--- src/design/afs_cfg.svh ---
`ifndef AFS_CFG_SVH
`define AFS_CFG_SVH

// ----------------------------------------
// Register offsets (byte addresses)
// ----------------------------------------
`define AFS_CTRL_OFFSET 12'h000
`define AFS_STATUS_OFFSET 12'h004
`define AFS_FRAMES_OFFSET 12'h008
`define AFS_LAST_OFFSET 12'h00c

// ----------------------------------------
// Control field positions and reset value
// ----------------------------------------
`define AFS_CTRL_FMT_BIT 0
`define AFS_CTRL_SCR_BIT 1
`define AFS_CTRL_PRE_BIT 2
`define AFS_CTRL_DITH_BIT 3
`define AFS_CTRL_PDA_BIT 4
`define AFS_CTRL_PDB_BIT 5
`define AFS_CTRL_RESET 6'h00

// ----------------------------------------
// Status field positions
// ----------------------------------------
`define AFS_STAT_PRE_BIT 0
`define AFS_STAT_REQ_BIT 1
`define AFS_STAT_RD_BIT 2
`define AFS_STAT_OFF_BIT 3

// ----------------------------------------
// Line coding constants and frame timing
// ----------------------------------------
`define AFS_FRAME_BITS 5'h14
`define AFS_K28_5 8'hbc
`define AFS_D5_6 8'hc5
`define AFS_D16_2 8'h50
`define AFS_SCR_SEED 15'h7fff

`endif

--- src/design/afs_pkg.sv ---
package afs_pkg;

    // Control bits set by software
    typedef struct packed {
        logic pd_b;
        logic pd_a;
        logic dither_en;
        logic preamble_style_select;
        logic scrambler_enable;
        logic data_format_select;
    } afs_ctrl_t;

    // One octet ahead of the line coder; k marks a control symbol
    typedef struct packed {
        logic k;
        logic [7:0] data;
    } afs_octet_t;

    // Scrambler result: new history and scrambled word
    typedef struct packed {
        logic [14:0] state;
        logic [15:0] word;
    } afs_scr_t;

    typedef enum logic [1:0] {
        MODE_OFF,
        MODE_PREAMBLE,
        MODE_DATA
    } afs_mode_t;

endpackage : afs_pkg

--- src/design/afs_enc8b10b.sv ---
`timescale 1ns/100ps
`default_nettype none

module afs_enc8b10b
    import afs_pkg::*;
(
    // Octet in
    input wire afs_octet_t octet,
    input wire logic rd_in,
    // Code group out, bit 0 is line bit a
    output logic [9:0] code,
    output logic rd_out
);

    function automatic logic [5:0] tab6(input logic [4:0] x);
        unique case (x)
            5'h00: tab6 = 6'b100111;
            5'h01: tab6 = 6'b011101;
            5'h02: tab6 = 6'b101101;
            5'h03: tab6 = 6'b110001;
            5'h04: tab6 = 6'b110101;
            5'h05: tab6 = 6'b101001;
            5'h06: tab6 = 6'b011001;
            5'h07: tab6 = 6'b111000;
            5'h08: tab6 = 6'b111001;
            5'h09: tab6 = 6'b100101;
            5'h0a: tab6 = 6'b010101;
            5'h0b: tab6 = 6'b110100;
            5'h0c: tab6 = 6'b001101;
            5'h0d: tab6 = 6'b101100;
            5'h0e: tab6 = 6'b011100;
            5'h0f: tab6 = 6'b010111;
            5'h10: tab6 = 6'b011011;
            5'h11: tab6 = 6'b100011;
            5'h12: tab6 = 6'b010011;
            5'h13: tab6 = 6'b110010;
            5'h14: tab6 = 6'b001011;
            5'h15: tab6 = 6'b101010;
            5'h16: tab6 = 6'b011010;
            5'h17: tab6 = 6'b111010;
            5'h18: tab6 = 6'b110011;
            5'h19: tab6 = 6'b100110;
            5'h1a: tab6 = 6'b010110;
            5'h1b: tab6 = 6'b110110;
            5'h1c: tab6 = 6'b001110;
            5'h1d: tab6 = 6'b101110;
            5'h1e: tab6 = 6'b011110;
            5'h1f: tab6 = 6'b101011;
        endcase
    endfunction : tab6

    function automatic logic [3:0] tab4(input logic [2:0] y);
        unique case (y)
            3'h0: tab4 = 4'b1011;
            3'h1: tab4 = 4'b1001;
            3'h2: tab4 = 4'b0101;
            3'h3: tab4 = 4'b1100;
            3'h4: tab4 = 4'b1101;
            3'h5: tab4 = 4'b1010;
            3'h6: tab4 = 4'b0110;
            3'h7: tab4 = 4'b1110;
        endcase
    endfunction : tab4

    logic [4:0] x;
    logic [2:0] y;
    logic [5:0] b6;
    logic [3:0] b4;
    logic bal6;
    logic bal4;
    logic rd_mid;
    logic alt7;
    logic [9:0] cat;

    assign x = octet.data[4:0];
    assign y = octet.data[7:5];

    // Tables hold the negative-disparity form; complement for positive
    // Only K28.y is supported as a control symbol
    always_comb begin
        b6 = octet.k ? 6'b001111 : tab6(x);
        bal6 = ($countones(b6) == 3);
        if (rd_in && (!bal6 || (!octet.k && x == 5'h07))) begin
            b6 = ~b6;
        end
        rd_mid = bal6 ? rd_in : ~rd_in;
        alt7 = !octet.k && (y == 3'h7) &&
               ((!rd_mid && (x == 5'h11 || x == 5'h12 || x == 5'h14)) ||
                (rd_mid && (x == 5'h0b || x == 5'h0d || x == 5'h0e)));
        b4 = alt7 ? 4'b0111 : tab4(y);
        bal4 = ($countones(b4) == 2);
        if (octet.k) begin
            if (bal4 ? !rd_mid : rd_mid) begin
                b4 = ~b4;
            end
        end else if (rd_mid && (!bal4 || y == 3'h3)) begin
            b4 = ~b4;
        end
        rd_out = bal4 ? rd_mid : ~rd_mid;
        cat = {b6, b4};
        for (int i = 0; i < 10; i++) begin
            code[i] = cat[9 - i];
        end
    end

endmodule : afs_enc8b10b

`default_nettype wire

--- src/design/afs_frame_tx.sv ---
// Overview of operation
// - Format select low: offset binary, 0 is negative and 65535 positive full scale.
// - Format select high: two's complement, -32768 to 32767.
// - Both power-down bits set stop sampling and the serial output.
// - Each sample is split into octets, each coded as a 10-bit 8b/10b group.
// - Upper sample byte goes first in the frame, lower byte second.
// - Serial output starts with bit 0 of the first code group.
// - Scrambler enable applies 1 + x^14 + x^15 scrambling before coding.
// - Preamble starts only after sync request is held over one cycle.
// - Preamble style low: back-to-back K28.5 commas.
// - Preamble style high: idle sets, K28.5 then D5.6 or D16.2.
// - After request drops, preamble continues to the end of the frame.
// - Data characters start with the following frame.
// - With dither enabled the dither value is subtracted from each sample.
`timescale 1ns/100ps
`default_nettype none
`include "afs_cfg.svh"

module afs_frame_tx
    import afs_pkg::*;
#(
    parameter int ADDR_W = 12,
    parameter int SAMPLE_W = 16
) (
    // Clock and reset
    input wire logic pclk,
    input wire logic presetn,
    // APB slave
    input wire logic [ADDR_W-1:0] paddr,
    input wire logic psel,
    input wire logic penable,
    input wire logic pwrite,
    input wire logic [31:0] pwdata,
    output logic pready,
    output logic [31:0] prdata,
    output logic pslverr,
    // Converter side
    input wire logic [SAMPLE_W-1:0] sample_in,
    input wire logic [SAMPLE_W-1:0] dither_value,
    output logic sample_take,
    // Serial link
    input wire logic sync_req,
    output logic serial_out,
    output logic frame_start
);

    // ----------------------------------------
    // Register bus decode
    // ----------------------------------------
    afs_ctrl_t ctrl;
    afs_mode_t mode;
    logic rd;
    logic sync_req_prev;
    logic [15:0] frame_count;
    logic [SAMPLE_W-1:0] last_word;

    wire access = psel & penable & ~pready;
    wire commit = psel & penable & pready;
    wire sel_ctrl = (paddr == ADDR_W'(`AFS_CTRL_OFFSET));
    wire sel_status = (paddr == ADDR_W'(`AFS_STATUS_OFFSET));
    wire sel_frames = (paddr == ADDR_W'(`AFS_FRAMES_OFFSET));
    wire sel_last = (paddr == ADDR_W'(`AFS_LAST_OFFSET));
    wire hit = sel_ctrl | sel_status | sel_frames | sel_last;
    wire ctrl_wr = commit & pwrite & sel_ctrl;

    wire [31:0] ctrl_word = 32'({ctrl.pd_b, ctrl.pd_a, ctrl.dither_en,
                                 ctrl.preamble_style_select, ctrl.scrambler_enable,
                                 ctrl.data_format_select});
    wire req_held = sync_req & sync_req_prev;
    wire shutdown = ctrl.pd_a & ctrl.pd_b;

    logic [31:0] status_word;
    always_comb begin
        status_word = 32'h0000_0000;
        status_word[`AFS_STAT_PRE_BIT] = (mode == MODE_PREAMBLE);
        status_word[`AFS_STAT_REQ_BIT] = req_held;
        status_word[`AFS_STAT_RD_BIT] = rd;
        status_word[`AFS_STAT_OFF_BIT] = (mode == MODE_OFF);
    end

    wire [31:0] read_mux = sel_ctrl ? ctrl_word :
                           sel_status ? status_word :
                           sel_frames ? 32'(frame_count) :
                           sel_last ? 32'(last_word) : 32'h0000_0000;

    // ----------------------------------------
    // Register bus response
    // ----------------------------------------
    // One wait state: pready rises the cycle after the access phase opens,
    // and a write lands on the same edge the master sees pready.
    always_ff @(posedge pclk or negedge presetn) begin
        if (!presetn) begin
            pready <= 1'b0;
            prdata <= 32'h0000_0000;
            pslverr <= 1'b0;
        end else begin
            pready <= access;
            prdata <= (access & ~pwrite) ? read_mux : 32'h0000_0000;
            pslverr <= access & ~hit;
        end
    end

    always_ff @(posedge pclk or negedge presetn) begin
        if (!presetn) begin
            ctrl <= afs_ctrl_t'(`AFS_CTRL_RESET);
        end else if (ctrl_wr) begin
            ctrl.data_format_select <= pwdata[`AFS_CTRL_FMT_BIT];
            ctrl.scrambler_enable <= pwdata[`AFS_CTRL_SCR_BIT];
            ctrl.preamble_style_select <= pwdata[`AFS_CTRL_PRE_BIT];
            ctrl.dither_en <= pwdata[`AFS_CTRL_DITH_BIT];
            ctrl.pd_a <= pwdata[`AFS_CTRL_PDA_BIT];
            ctrl.pd_b <= pwdata[`AFS_CTRL_PDB_BIT];
        end
    end

    // ----------------------------------------
    // Sample formatting
    // ----------------------------------------
    wire [SAMPLE_W-1:0] dither_sub = ctrl.dither_en ? dither_value : '0;
    wire [SAMPLE_W-1:0] dithered = sample_in - dither_sub;
    // Offset binary is the native code; flipping the sign bit gives two's complement
    wire [SAMPLE_W-1:0] formatted = ctrl.data_format_select ?
        {~dithered[SAMPLE_W-1], dithered[SAMPLE_W-2:0]} : dithered;

    // ----------------------------------------
    // Scrambler
    // ----------------------------------------
    // Self-synchronising, so the seed only matters until the receiver
    // has seen fifteen scrambled bits.
    logic [14:0] scr_state;

    function automatic afs_scr_t scramble(input logic [15:0] d, input logic [14:0] st);
        afs_scr_t r;
        logic [14:0] h;
        logic b;
        h = st;
        r.word = 16'h0000;
        for (int i = 15; i >= 0; i--) begin
            b = d[i] ^ h[13] ^ h[14];
            r.word[i] = b;
            h = {h[13:0], b};
        end
        r.state = h;
        return r;
    endfunction : scramble

    afs_scr_t scr;
    assign scr = scramble(formatted, scr_state);
    wire [15:0] payload = ctrl.scrambler_enable ? scr.word : formatted;

    // ----------------------------------------
    // Frame content selection
    // ----------------------------------------
    logic [4:0] bit_cnt;
    wire frame_load = (bit_cnt == `AFS_FRAME_BITS - 5'h01);
    wire afs_mode_t next_mode = shutdown ? MODE_OFF :
                                req_held ? MODE_PREAMBLE : MODE_DATA;

    afs_octet_t oct [2];
    wire afs_octet_t comma = '{k: 1'b1, data: `AFS_K28_5};
    // Idle set second symbol: D16.2 flips the positive disparity left by K28.5 back, D5.6 keeps it
    wire afs_octet_t idle_data = '{k: 1'b0, data: rd ? `AFS_D5_6 : `AFS_D16_2};

    always_comb begin
        oct[0] = '{k: 1'b0, data: payload[15:8]};
        oct[1] = '{k: 1'b0, data: payload[7:0]};
        if (next_mode == MODE_PREAMBLE) begin
            oct[0] = comma;
            oct[1] = ctrl.preamble_style_select ? idle_data : comma;
        end
    end

    // ----------------------------------------
    // Line coding
    // ----------------------------------------
    logic [2:0] rd_chain;
    logic [9:0] group [2];
    assign rd_chain[0] = rd;

    for (genvar g = 0; g < 2; g++) begin : g_coder
        afs_enc8b10b u_coder (
            .octet(oct[g]),
            .rd_in(rd_chain[g]),
            .code(group[g]),
            .rd_out(rd_chain[g+1])
        );
    end

    wire [19:0] frame_word = {group[1], group[0]};

    // ----------------------------------------
    // Serialiser
    // ----------------------------------------
    logic [19:0] shifter;
    wire load_now = frame_load & ~shutdown;

    // Apart from shutdown, mode is only re-decided on a frame boundary, so a request that drops
    // mid-frame leaves the current preamble frame to finish.
    always_ff @(posedge pclk or negedge presetn) begin
        if (!presetn) begin
            bit_cnt <= `AFS_FRAME_BITS - 5'h01;
            mode <= MODE_OFF;
            shifter <= 20'h00000;
            serial_out <= 1'b0;
            frame_start <= 1'b0;
            sample_take <= 1'b0;
        end else if (shutdown) begin
            bit_cnt <= `AFS_FRAME_BITS - 5'h01;
            mode <= MODE_OFF;
            serial_out <= 1'b0;
            frame_start <= 1'b0;
            sample_take <= 1'b0;
        end else if (load_now) begin
            bit_cnt <= 5'h00;
            mode <= next_mode;
            shifter <= {1'b0, frame_word[19:1]};
            serial_out <= frame_word[0];
            frame_start <= 1'b1;
            sample_take <= (next_mode == MODE_DATA);
        end else begin
            bit_cnt <= bit_cnt + 5'h01;
            shifter <= {1'b0, shifter[19:1]};
            serial_out <= shifter[0];
            frame_start <= 1'b0;
            sample_take <= 1'b0;
        end
    end

    // ----------------------------------------
    // Disparity, scrambler history and status
    // ----------------------------------------
    wire data_load = load_now & (next_mode == MODE_DATA);

    always_ff @(posedge pclk or negedge presetn) begin
        if (!presetn) begin
            rd <= 1'b0;
            sync_req_prev <= 1'b0;
            scr_state <= `AFS_SCR_SEED;
            frame_count <= 16'h0000;
            last_word <= '0;
        end else begin
            sync_req_prev <= sync_req;
            if (load_now) begin
                rd <= rd_chain[2];
                frame_count <= frame_count + 16'h0001;
            end
            if (data_load && ctrl.scrambler_enable) begin
                scr_state <= scr.state;
            end
            if (data_load) begin
                last_word <= formatted;
            end
        end
    end

endmodule : afs_frame_tx

`default_nettype wire

--- config.mk ---
export PLATFORM = sky130hd
export DESIGN_NAME = afs_frame_tx
export DESIGN_NICKNAME = d
export VERILOG_FILES = /design/src/design/afs_pkg.sv /design/src/design/afs_enc8b10b.sv /design/src/design/afs_frame_tx.sv
export VERILOG_INCLUDE_DIRS = /design/src /design/src/design
export SDC_FILE = /design/constraint.sdc
export NUM_CORES = 1
export LEC_CHECK = 0
export ABC_AREA = 1
export BUFFER_PORTS_ARGS = -buffer_cell sky130_fd_sc_hd__buf_2
export CAP_MARGIN = 20
export CORE_UTILIZATION = 45
export DETAILED_ROUTE_END_ITERATION = 6
export PLACE_DENSITY_LB_ADDON = 0.25
export SLEW_MARGIN = 20
export SYNTH_ARGS = -nofsm -noshare
export SYNTH_HDL_FRONTEND = slang
export SYNTH_SLANG_ARGS = --single-unit
--- constraint.sdc ---
create_clock -name pclk -period 16.65 [get_ports pclk]
set_clock_uncertainty 0.2 [all_clocks]
set_input_delay 2.4975 -clock pclk [delete_from_list [all_inputs] [get_ports pclk]]
set_output_delay 2.4975 -clock pclk [all_outputs]
set_load 0.01 [all_outputs]
; ---- Word level (Yosys, flattened, before mapping)
; Memories as Yosys holds them, arrays and structs flattened.
; Index checks and enable logic that the tools add are counted.
[word_totals]
reg_bits = 103
romBits = 448
inputBits = 82
output_inout_bits = 37
elab_cells = 213
n_memories = 4
[op_classes]
addsub = 19
eq_ne = 29
n_mux = 42
bitwise_logic = 59
reduce_logical = 40
[memory_table]
columns = name, depth, width, rd, rd_clocked_by_memory_dff, wr, line
row1 = (name not given), 32, 6, 1, 0, 0, afs_enc8b10b.sv:16  ; unique case (x)
row2 = (name not given), 32, 6, 1, 0, 0, afs_enc8b10b.sv:16
row3 = (name not given), 8, 4, 1, 0, 0, afs_enc8b10b.sv:53  ; unique case (y)
row4 = (name not given), 8, 4, 1, 0, 0, afs_enc8b10b.sv:53
[ops]
columns = cell, n
row1 = 32-bit adder, 6
row2 = "32-bit by 3-bit equality test with 1-bit output, second input constant", 4
row3 = 16-bit two-way mux, 8
row4 = "5-bit equality test, second input constant", 7
row5 = 4-bit two-way mux, 8
row6 = 1-bit bitwise XOR, 32
row7 = "5-bit by 4-bit equality test with 1-bit output, second input constant", 6
row8 = "12-bit by 4-bit equality test with 1-bit output, second input constant", 2
row9 = 6-bit two-way mux, 4
row10 = 1-bit by 1-bit adder with 2-bit output, 10
row11 = 19-bit two-way mux, 1
row12 = 18-bit two-way mux, 1
row13 = "16-bit by 1-bit adder with 16-bit output, second input constant", 1
row14 = 16-bit subtractor, 1
row15 = 1-bit logical AND, 15
row16 = 1-bit logical OR, 14
row17 = "12-bit by 3-bit equality test with 1-bit output, second input constant", 1
row18 = 12-bit zero test, 1
row19 = 1-bit two-way mux, 12
row20 = 6-bit inverter, 2
row21 = 1-bit bitwise AND, 11
row22 = "5-bit by 3-bit equality test with 1-bit output, second input constant", 2
row23 = 5-bit two-way mux, 2
row24 = 9-bit two-way mux, 1
row25 = 13 further kinds, 37

; ---- Logic depth before layout (Yosys ltp)
; Gate-level depths: netlist of the first run.
; An unclocked memory read counts as a cell.
[logic_depth]
ltp_word = 42
ltp_mapped = 64
mapped_depth_nobuf = 63

; ---- Cells and area by module
; A second synthesis of the first run with hierarchy kept.
[hier_totals]
cells_unflattened = 1035
hier_area_um2 = 7795.0
[by_module_without_submodules]
columns = mod, n_inst, cells_per_inst, area_per_inst_um2, seq_area_each_um2
row1 = afs_frame_tx, 1, 722, 5880.6, 2575.0
row2 = afs_enc8b10b at g_coder[1].u_coder, 1, 154, 1007.2, 0.0
row3 = afs_enc8b10b at g_coder[0].u_coder, 1, 159, 907.1, 0.0

; ---- Worst setup path after synthesis of the first run
; Ideal clock, no wire load.
[synth_path]
kind = input port to flip-flop
from = input port dither_value[0]
to = register shifter[17]
setup_time_ns = 0.116
arrival_time_ns = 10.364
required_time_ns = 16.334
setup_slack_ns = 5.969
cell_stages = 58
n_path_buf = 0
path_cell_list = nand2_1 -> inv_1 -> ha_1 -> inv_1 -> fa_1 -> nand2_1 -> nand3_2 -> a21oi_1 -> nand2_1 -> nand2_1 -> xor2_1 -> nand2_1 -> nand2_1 -> inv_1 -> ha_1 -> nand2_1 -> o21ai_1 -> nand2_1 -> [22 not listed] -> nor2_2 -> inv_2 -> or2_4 -> nand2_4 -> nand3_1 -> nand3_1 -> nand2_1 -> ha_1 -> ha_1 -> fa_1 -> nor3b_1 -> xor2_2 -> nand2_1 -> nand2_2 -> xor2_1 -> nand2_1 -> nand2_1 -> nand2_1
[synth_via]
elab_chain_len = 39
[synth_rtl]
columns = element, line
row1 = "start, declared", afs_frame_tx.sv:39  ; input wire logic [SAMPLE_W-1:0] dither_value,
row2 = 16-bit two-way mux *, afs_frame_tx.sv:119  ; wire [SAMPLE_W-1:0] dither_sub = ctrl.dither_en ? dither_value : '0;
row3 = 16-bit subtractor *, afs_frame_tx.sv:120  ; wire [SAMPLE_W-1:0] dithered = sample_in - dither_sub;
row4 = 16-bit two-way mux *, afs_frame_tx.sv:122  ; wire [SAMPLE_W-1:0] formatted = ctrl.data_format_select ?
row5 = 1-bit bitwise XOR (2 in series), afs_frame_tx.sv:139  ; b = d[i] ^ h[13] ^ h[14];
row6 = 16-bit two-way mux *, afs_frame_tx.sv:149  ; wire [15:0] payload = ctrl.scrambler_enable ? scr.word : formatted;
row7 = 18-bit two-way mux *, afs_frame_tx.sv:167  ; if (next_mode == MODE_PREAMBLE) begin
row8 = memory 32 x 6 bit, --
row9 = 6-bit two-way mux, afs_enc8b10b.sv:81  ; b6 = octet.k ? 6'b001111 : tab6(x);
row10 = [22 not listed], --
row11 = 32-bit adder (not written as such), afs_enc8b10b.sv:91  ; bal4 = ($countones(b4) == 2);
row12 = 32-bit by 3-bit equality test with 1-bit output, afs_enc8b10b.sv:91
row13 = 1-bit zero test, afs_enc8b10b.sv:96  ; end else if (rd_mid && (!bal4 || y == 3'h3)) begin
row14 = 1-bit logical OR, afs_enc8b10b.sv:96
row15 = 1-bit logical AND, afs_enc8b10b.sv:96
row16 = 4-bit two-way mux, afs_enc8b10b.sv:96
row17 = 4-bit two-way mux *, afs_enc8b10b.sv:92  ; if (octet.k) begin
row18 = 19-bit two-way mux *, afs_frame_tx.sv:213  ; end else if (load_now) begin
row19 = "end signal, assigned", afs_frame_tx.sv:216  ; shifter <= {1'b0, frame_word[19:1]};
row20 = "end signal, assigned", afs_frame_tx.sv:222  ; shifter <= {1'b0, shifter[19:1]};
row21 = "end, declared", afs_frame_tx.sv:194  ; logic [19:0] shifter;
; Every way passes the cells marked *; elsewhere a longest branch is shown, timed or not.
; A chain may end at the register's enable or synchronous reset.

; ---- Worst setup path in the final report of the first run
; Ends and elaborated chain as after synthesis.

==> flow_summary.ini, run 1 <==
[status]
outcome = finished, final reports clean

[pwr]
power_uw = 2020
switching_share = 0.524
power_density_mw_per_mm2 = 234
internal-power_uw = 962
p_sw_uw = 1060
p_leak_uw = 0.00454
p_seq_frac = 0.159
ir_drop_mv = 0.167
p_clk_frac = 0.112
power_frac_comb = 0.729

[worst_setup_path]
critPathSlowestCell = fa_1
arrival_ns = 11.49
path_common_cell = nand2_1
required_ns = 16.70
cp_top_family = simple AND/OR/NAND/NOR gates
critPathLaunchType = primary input
max_stage_delay_ns = 0.48
crit_type = in -> reg
end_kind = flip-flop
critPathBufInv = 11
worstPathMaxFanout = 7

[cells_and_area]
syn2layout_area_growth_pct = 10.6
final_cell_area_mm2 = 0.00862
layout-drive-gt1-share = 0.166
final_nets = 1279
diodes = 0

[logic_synthesis]
yosysUniqueCellTypes = 52
ys_ff_latch = 102
yosysSeqAreaShare = 0.330
async_reset_ff_frac = 1.00
synthCells = 1080
ys_warn_count = 0
syn-cell-area_mm2 = 0.00779
syn_area_per_cell_um2 = 7.22
synth_edf_count = 0
ys.flop_type = dfrtp_1

[clock_tree]
cts-resized-gates = 0
cts_hold_buffers = 0
insertion_delay_ns = 0.36
root_buffer = clkbuf_16
post_cts_buffers = 0
cts_buffer_depth = 2
cts_buffers = 9
clk_pin_slew_ns = 0.07
cts_sinks = 102
tritoncts = yes
htree_levels = 3

[floorplan]
die_area_mm2 = 0.0179
rows = 47
die-height_um = 134
core_area_mm2 = 0.0168
initial_core_util = 0.465
die_x_um = 134
io_pins = 119

[detailed_routing]
viasPerCell = 4.99
postRouteAntennaNets = 0
dr_total_vias = 6846
drc = 0
dr.pass1.iters = 4
wl_um = 18200
avgRoutedWirePerCell_um = 13.2
drt_iter0_markers = 426

[timing]
fmax_mhz = 87.4
rsz0062_at_grt = false
setup_slack_ns = 5.21
hold_violations = 0
tightest_slew_ns = 0.965
period_share = 0.687
holdWs_ns = 0.281
maxSlewViolCount = 0
min_period_ns = 11.44
setup_tns_ns = 0
slew_headroom = 0.357
setup_viol = 0

[placed_design]
gp_congestion = 0.914
place_area_mm2 = 0.00831
pre_cts_slack_ns = 4.82
hpwl_um = 14000
io_buffers = 76

[global_route]
grt_max_degree = 79
grt_usage = 0.217
grt_pass1_wl_um = 31100
grt_overflow = 0
grt_pass1_vias = 6611
antenna_found_initial = 0

[flow_run]
cap_violations = 0

[min_path]
hold_class = reg -> reg
-- metal layers --
layer	wire length [µm]	global-route usage	vias to the layer above
li1	-	-	3540
met1	8880	0.295	3114
met2	8140	0.357	163
met3	765	0.0244	29
met4	360	0.0764	0
met5	0	0	-
-- flip-flops by register name, indices dropped and copies added (netlist names), 2 cells and up --
register / flops
bit_cnt: 5
last_word: 16
ctrl: 6
frame_count: 16
shifter: 19
mode: 2
scr_state: 15
prdata: 16
-- power by group through the flow --
| stage | Combinational, µW | Clock (µW) | Sequential [µW] |
|---|---|---|---|
| detailed placement | 1480 | 0 | 326 |
| finish | 1470 | 225 | 322 |
| floorplan | 1220 | 0 | 319 |
| CTS | 1490 | 230 | 321 |
| global route | 1700 | 239 | 326 |
| global placement | 1440 | 0 | 325 |
-- synthesized netlist by cell type, types with 3 or more instances --
cell type | count | area (µm²)
clkbuf_1 | 14 | 52.6
a31oi_1 | 15 | 93.8
nand2_4 | 5 | 56.3
o21ai_0 | 44 | 220
a21oi_1 | 40 | 200
nand2_2 | 16 | 100
o211ai_1 | 6 | 45.0
ha_1 | 44 | 551
inv_2 | 18 | 67.6
nor2_1 | 51 | 191
dfrtp_1 | 84 | 2100
nand2_1 | 351 | 1320
buf_2 | 7 | 35.0
nor2_4 | 4 | 45.0
nand3b_1 | 5 | 37.5
nand4_1 | 11 | 68.8
nor2_2 | 6 | 37.5
nor3_1 | 8 | 40.0
nor4_1 | 3 | 18.8
xnor2_1 | 26 | 228
inv_1 | 114 | 428
mux2_2 | 5 | 56.3
nand3_1 | 78 | 390
buf_4 | 16 | 120
dfstp_2 | 18 | 473
o21ai_1 | 16 | 80.1
xor2_1 | 23 | 201
fa_1 | 7 | 140
nand3_2 | 8 | 80.1
o21ai_2 | 5 | 43.8
-- layout by cell type, fill, tap and decap left out, drive strengths merged, types with 27 or more instances in the layout --
cell / n
buf: 80
xnor2: 27
inv: 135
dfrtp: 84
nand3: 86
nor2: 61
a21oi: 41
ha: 44
o21ai: 65
nand2: 372
-- final timing paths --
check | startpoint | cells past startpoint | end | slack [ns]
worst max register to register | ctrl[3]$_DFFE_PN0P_ | 60 | shifter[17]$_DFFE_PN0N_ | 6.61
worst min-delay path | pready$_DFF_PN0_ | 1 | pready$_DFF_PN0_ | 0.28
worst min register to register | pready$_DFF_PN0_ | 1 | pready$_DFF_PN0_ | 0.28
worst max-delay path | dither_value[0] | 61 | shifter[17]$_DFFE_PN0N_ | 5.21
min in group asynchronous | presetn | 1 | shifter[12]$_DFFE_PN0N_ | 1.83
max in group asynchronous | presetn | 2 | frame_count[7]$_DFFE_PN0P_ | 13.15
-- area by class of cell --
| cell class | instances | area, µm² |
|---|---|---|
| fill | 1685 | 8140 |
| multi-input combinational | 818 | 4530 |
| sequential | 102 | 2570 |
| inverter | 135 | 509 |
| timing repair buffer | 80 | 413 |
| tap | 220 | 275 |
| clock buffer | 9 | 225 |
| clock inverter | 7 | 92.6 |
-- metrics by stage --
step | instances | util
final | 1371 | 0.515
after floorplan | 1095 | -
after global placement | 1355 | 0.496
after CTS | 1371 | 0.515
after detailed placement | 1355 | 0.496
after global routing | 1371 | 0.515
-- kinds of logic after synthesis --
family,after synthesis,share of synthesized area
DFF,102,0.330
buffers and inverters,175,0.0953
xor gates and xnor gates,53,0.0642
AOI/OAI and AO/OA,136,0.0971
muxes,5,0.00722
and+or+nand+nor,557,0.317
other,1,0.000481
adders and majority gates,51,0.0886
-- worst register-to-register path, delay by kind of cell, from the launching register on --
| kind | cells | cell delay [ns] |
|---|---|---|
| simple gates | 35 | 4.18 |
| fa+ha+maj | 10 | 3.24 |
| flops | 1 | 0.75 |
| buf+inv | 10 | 0.73 |
| xor+xnor | 3 | 0.55 |
| compound gates | 2 | 0.28 |
Power figures use the tool's default switching activity.
==> run 2: changes to the inputs <==
--- a/config.mk
+++ b/config.mk
@@ -6,7 +6,7 @@
 export SDC_FILE = /design/constraint.sdc
 export NUM_CORES = 1
 export LEC_CHECK = 0
-export ABC_AREA = 1
+export ABC_AREA = 0
 export BUFFER_PORTS_ARGS = -buffer_cell sky130_fd_sc_hd__buf_2
 export CAP_MARGIN = 20
 export CORE_UTILIZATION = 45
==> constraint.sdc (replaced) <==
create_clock -name pclk -period 11.8 [get_ports pclk]
set_clock_uncertainty 0.2 [all_clocks]
set_input_delay 1.77 -clock pclk [delete_from_list [all_inputs] [get_ports pclk]]
set_output_delay 1.77 -clock pclk [all_outputs]
set_load 0.01 [all_outputs]
==> flow_summary.ini, run 2 <==
[status]
outcome = finished, final reports clean

[logic_synthesis]
yosys-top-cells-area = dfrtp_1, nand2_1, ha_1
syn_area_per_cell_um2 = 8.60
yosysSeqAreaShare = 0.330
yosysUniqueCellTypes = 80
synth.most_common_cell = nand2_1
yosysTopAreaCell = dfrtp_1
syn-cell-area_mm2 = 0.00779
ys.flop_type = dfrtp_1
yosysTopAreaCellShare = 0.270
synth_edf_count = 0
synth_common_cells = nand2_1, dfrtp_1, nor2_1
ys_ff_latch = 102
ys_warn_count = 0
async_reset_ff_frac = 1.00
synthCells = 906

[placed_design]
gp_congestion = 0.833
place_area_mm2 = 0.00847
hpwl_um = 13900
io_buffers = 76

[cells_and_area]
fin_util = 0.529
final_cell_area_mm2 = 0.00887
layout_commonest_cell = nand2_1
fillers = 1621
final_nets = 1121
top_register = shifter
layout-drive-gt1-share = 0.191
diodes = 0
layout_common_cells = nand2_1, dfrtp_1, buf_2
syn2layout_area_growth_pct = 13.7
largest_register_ffs = 19

[floorplan]
io_pins = 119
initial_core_util = 0.465
core_area_mm2 = 0.0168
die-height_um = 134
rows = 47
die_area_mm2 = 0.0179
die_x_um = 134

[detailed_routing]
drt_iter0_markers = 396
dr_total_vias = 6551
dr.pass1.iters = 5
drc = 0
postRouteAntennaNets = 0
wl_um = 18300
viasPerCell = 5.40
avgRoutedWirePerCell_um = 15.1

[worst_setup_path]
worstPathMaxFanout = 5
max_stage_delay_ns = 0.55
end_kind = flip-flop
reg2reg_depth = 43
r2r-start = ctrl[3]$_DFFE_PN0P_
critPathSlowestCell = or4_1
ff2ff_setup_slack_ns = 1.10
crit_type = in -> reg
critPathLaunchType = primary input
cp_top_family = adder cells
path_common_cell = ha_1
cp.depth = 44
required_ns = 11.87
arrival_ns = 11.36
critPathBufInv = 4
r2r-end = shifter[16]$_DFFE_PN0N_

[timing]
fmax_mhz = 88.5
holdWs_ns = 0.278
hold_violations = 0
period_share = 0.957
min_period_ns = 11.29
setup_tns_ns = 0
maxSlewViolCount = 0
setup_viol = 0
tightest_slew_ns = 0.870
slew_headroom = 0.420

[pwr]
power_density_mw_per_mm2 = 354
power_uw = 3140
p_leak_uw = 0.00411
ir_drop_mv = 0.286

[global_route]
antenna_found_initial = 0
grt_usage = 0.213
grt_max_degree = 54
grt_pass1_vias = 6179
grt_overflow = 0
grt_pass1_wl_um = 30700

[min_path]
hold_class = reg -> reg
worstHoldStart = frame_count[15]$_DFFE_PN0P_
worstHoldEndpoint = frame_count[15]$_DFFE_PN0P_
min_path_cells = 1

[clock_tree]
cts_buffer_depth = 2
clk_pin_slew_ns = 0.07
root_buffer = clkbuf_16
cts_buffers = 9
insertion_delay_ns = 0.34
cts_sinks = 102
cts_hold_buffers = 0
htree_levels = 3
tritoncts = yes

[flow_run]
cap_violations = 0
[run 2: power by group]
part	internal (µW)	switching [µW]	total, µW	leakage (µW)
sequential	406	43.3	449	0.00128
combinational	1130	1260	2380	0.00269
clock	168	135	303	0.000150
total	1700	1440	3140	0.00411
[run 2: cell families (layout without fill, tap and decap cells)]
family | Yosys count | in the layout | synth area share
AND/OR/NAND/NOR | 340 | 340 | 0.200
XOR/XNOR | 99 | 99 | 0.118
adder cells (fa/ha/maj) | 52 | 52 | 0.0899
flip-flops | 102 | 102 | 0.330
AO/OA/AOI/OAI | 214 | 214 | 0.186
buffers and inverters | 79 | 151 | 0.0474
other | 1 | 16 | 0.000481
multiplexers | 19 | 19 | 0.0276
[run 2: metrics by stage]
step / std cells / setup slack, ns
finish: 1213 / 0.506
global route: 1213 / -0.0125
CTS: 1211 / 0.198
detailed placement: 1195 / -0.126
global placement: 1194 / 0.0480
floorplan: 921 / 0.305
[run 2: how the worst max path moves through the flow]
stage | startpoint | to | slack [ns]
2_1_floorplan | dither_value[0] | shifter[15]$_DFFE_PN0N_ | 0.30
3_3_place_gp | dither_value[0] | shifter[16]$_DFFE_PN0N_ | 0.05
3_5_place_dp | dither_value[0] | shifter[16]$_DFFE_PN0N_ | -0.13
4_1_cts | dither_value[0] | shifter[16]$_DFFE_PN0N_ | 0.20
5_1_grt | dither_value[0] | shifter[15]$_DFFE_PN0N_ | -0.01
6_report | dither_value[0] | shifter[16]$_DFFE_PN0N_ | 0.51
[run 2: metal layers]
metal	track usage	routed length, µm
met1	0.320	9400
met2	0.325	7960
met3	0.0240	694
met4	0.0537	299
met5	0	0
[run 2: layout make-up]
class	count	area, µm²	share of cell area
Timing Repair Buffer	109	628	0.0708
Multi-Input combinational cell	740	4980	0.562
Tap cell	220	275	0.0310
Clock buffer	10	229	0.0258
Clock inverter	6	76.3	0.00861
Inverter	26	97.6	0.0110
Sequential cell	102	2570	0.290
[run 2: timing repair]
item | in CTS | in global routing
resized for setup | 0 | 16
setup buffers | 0 | 2
endpoints found under the setup margin | 0 | 5
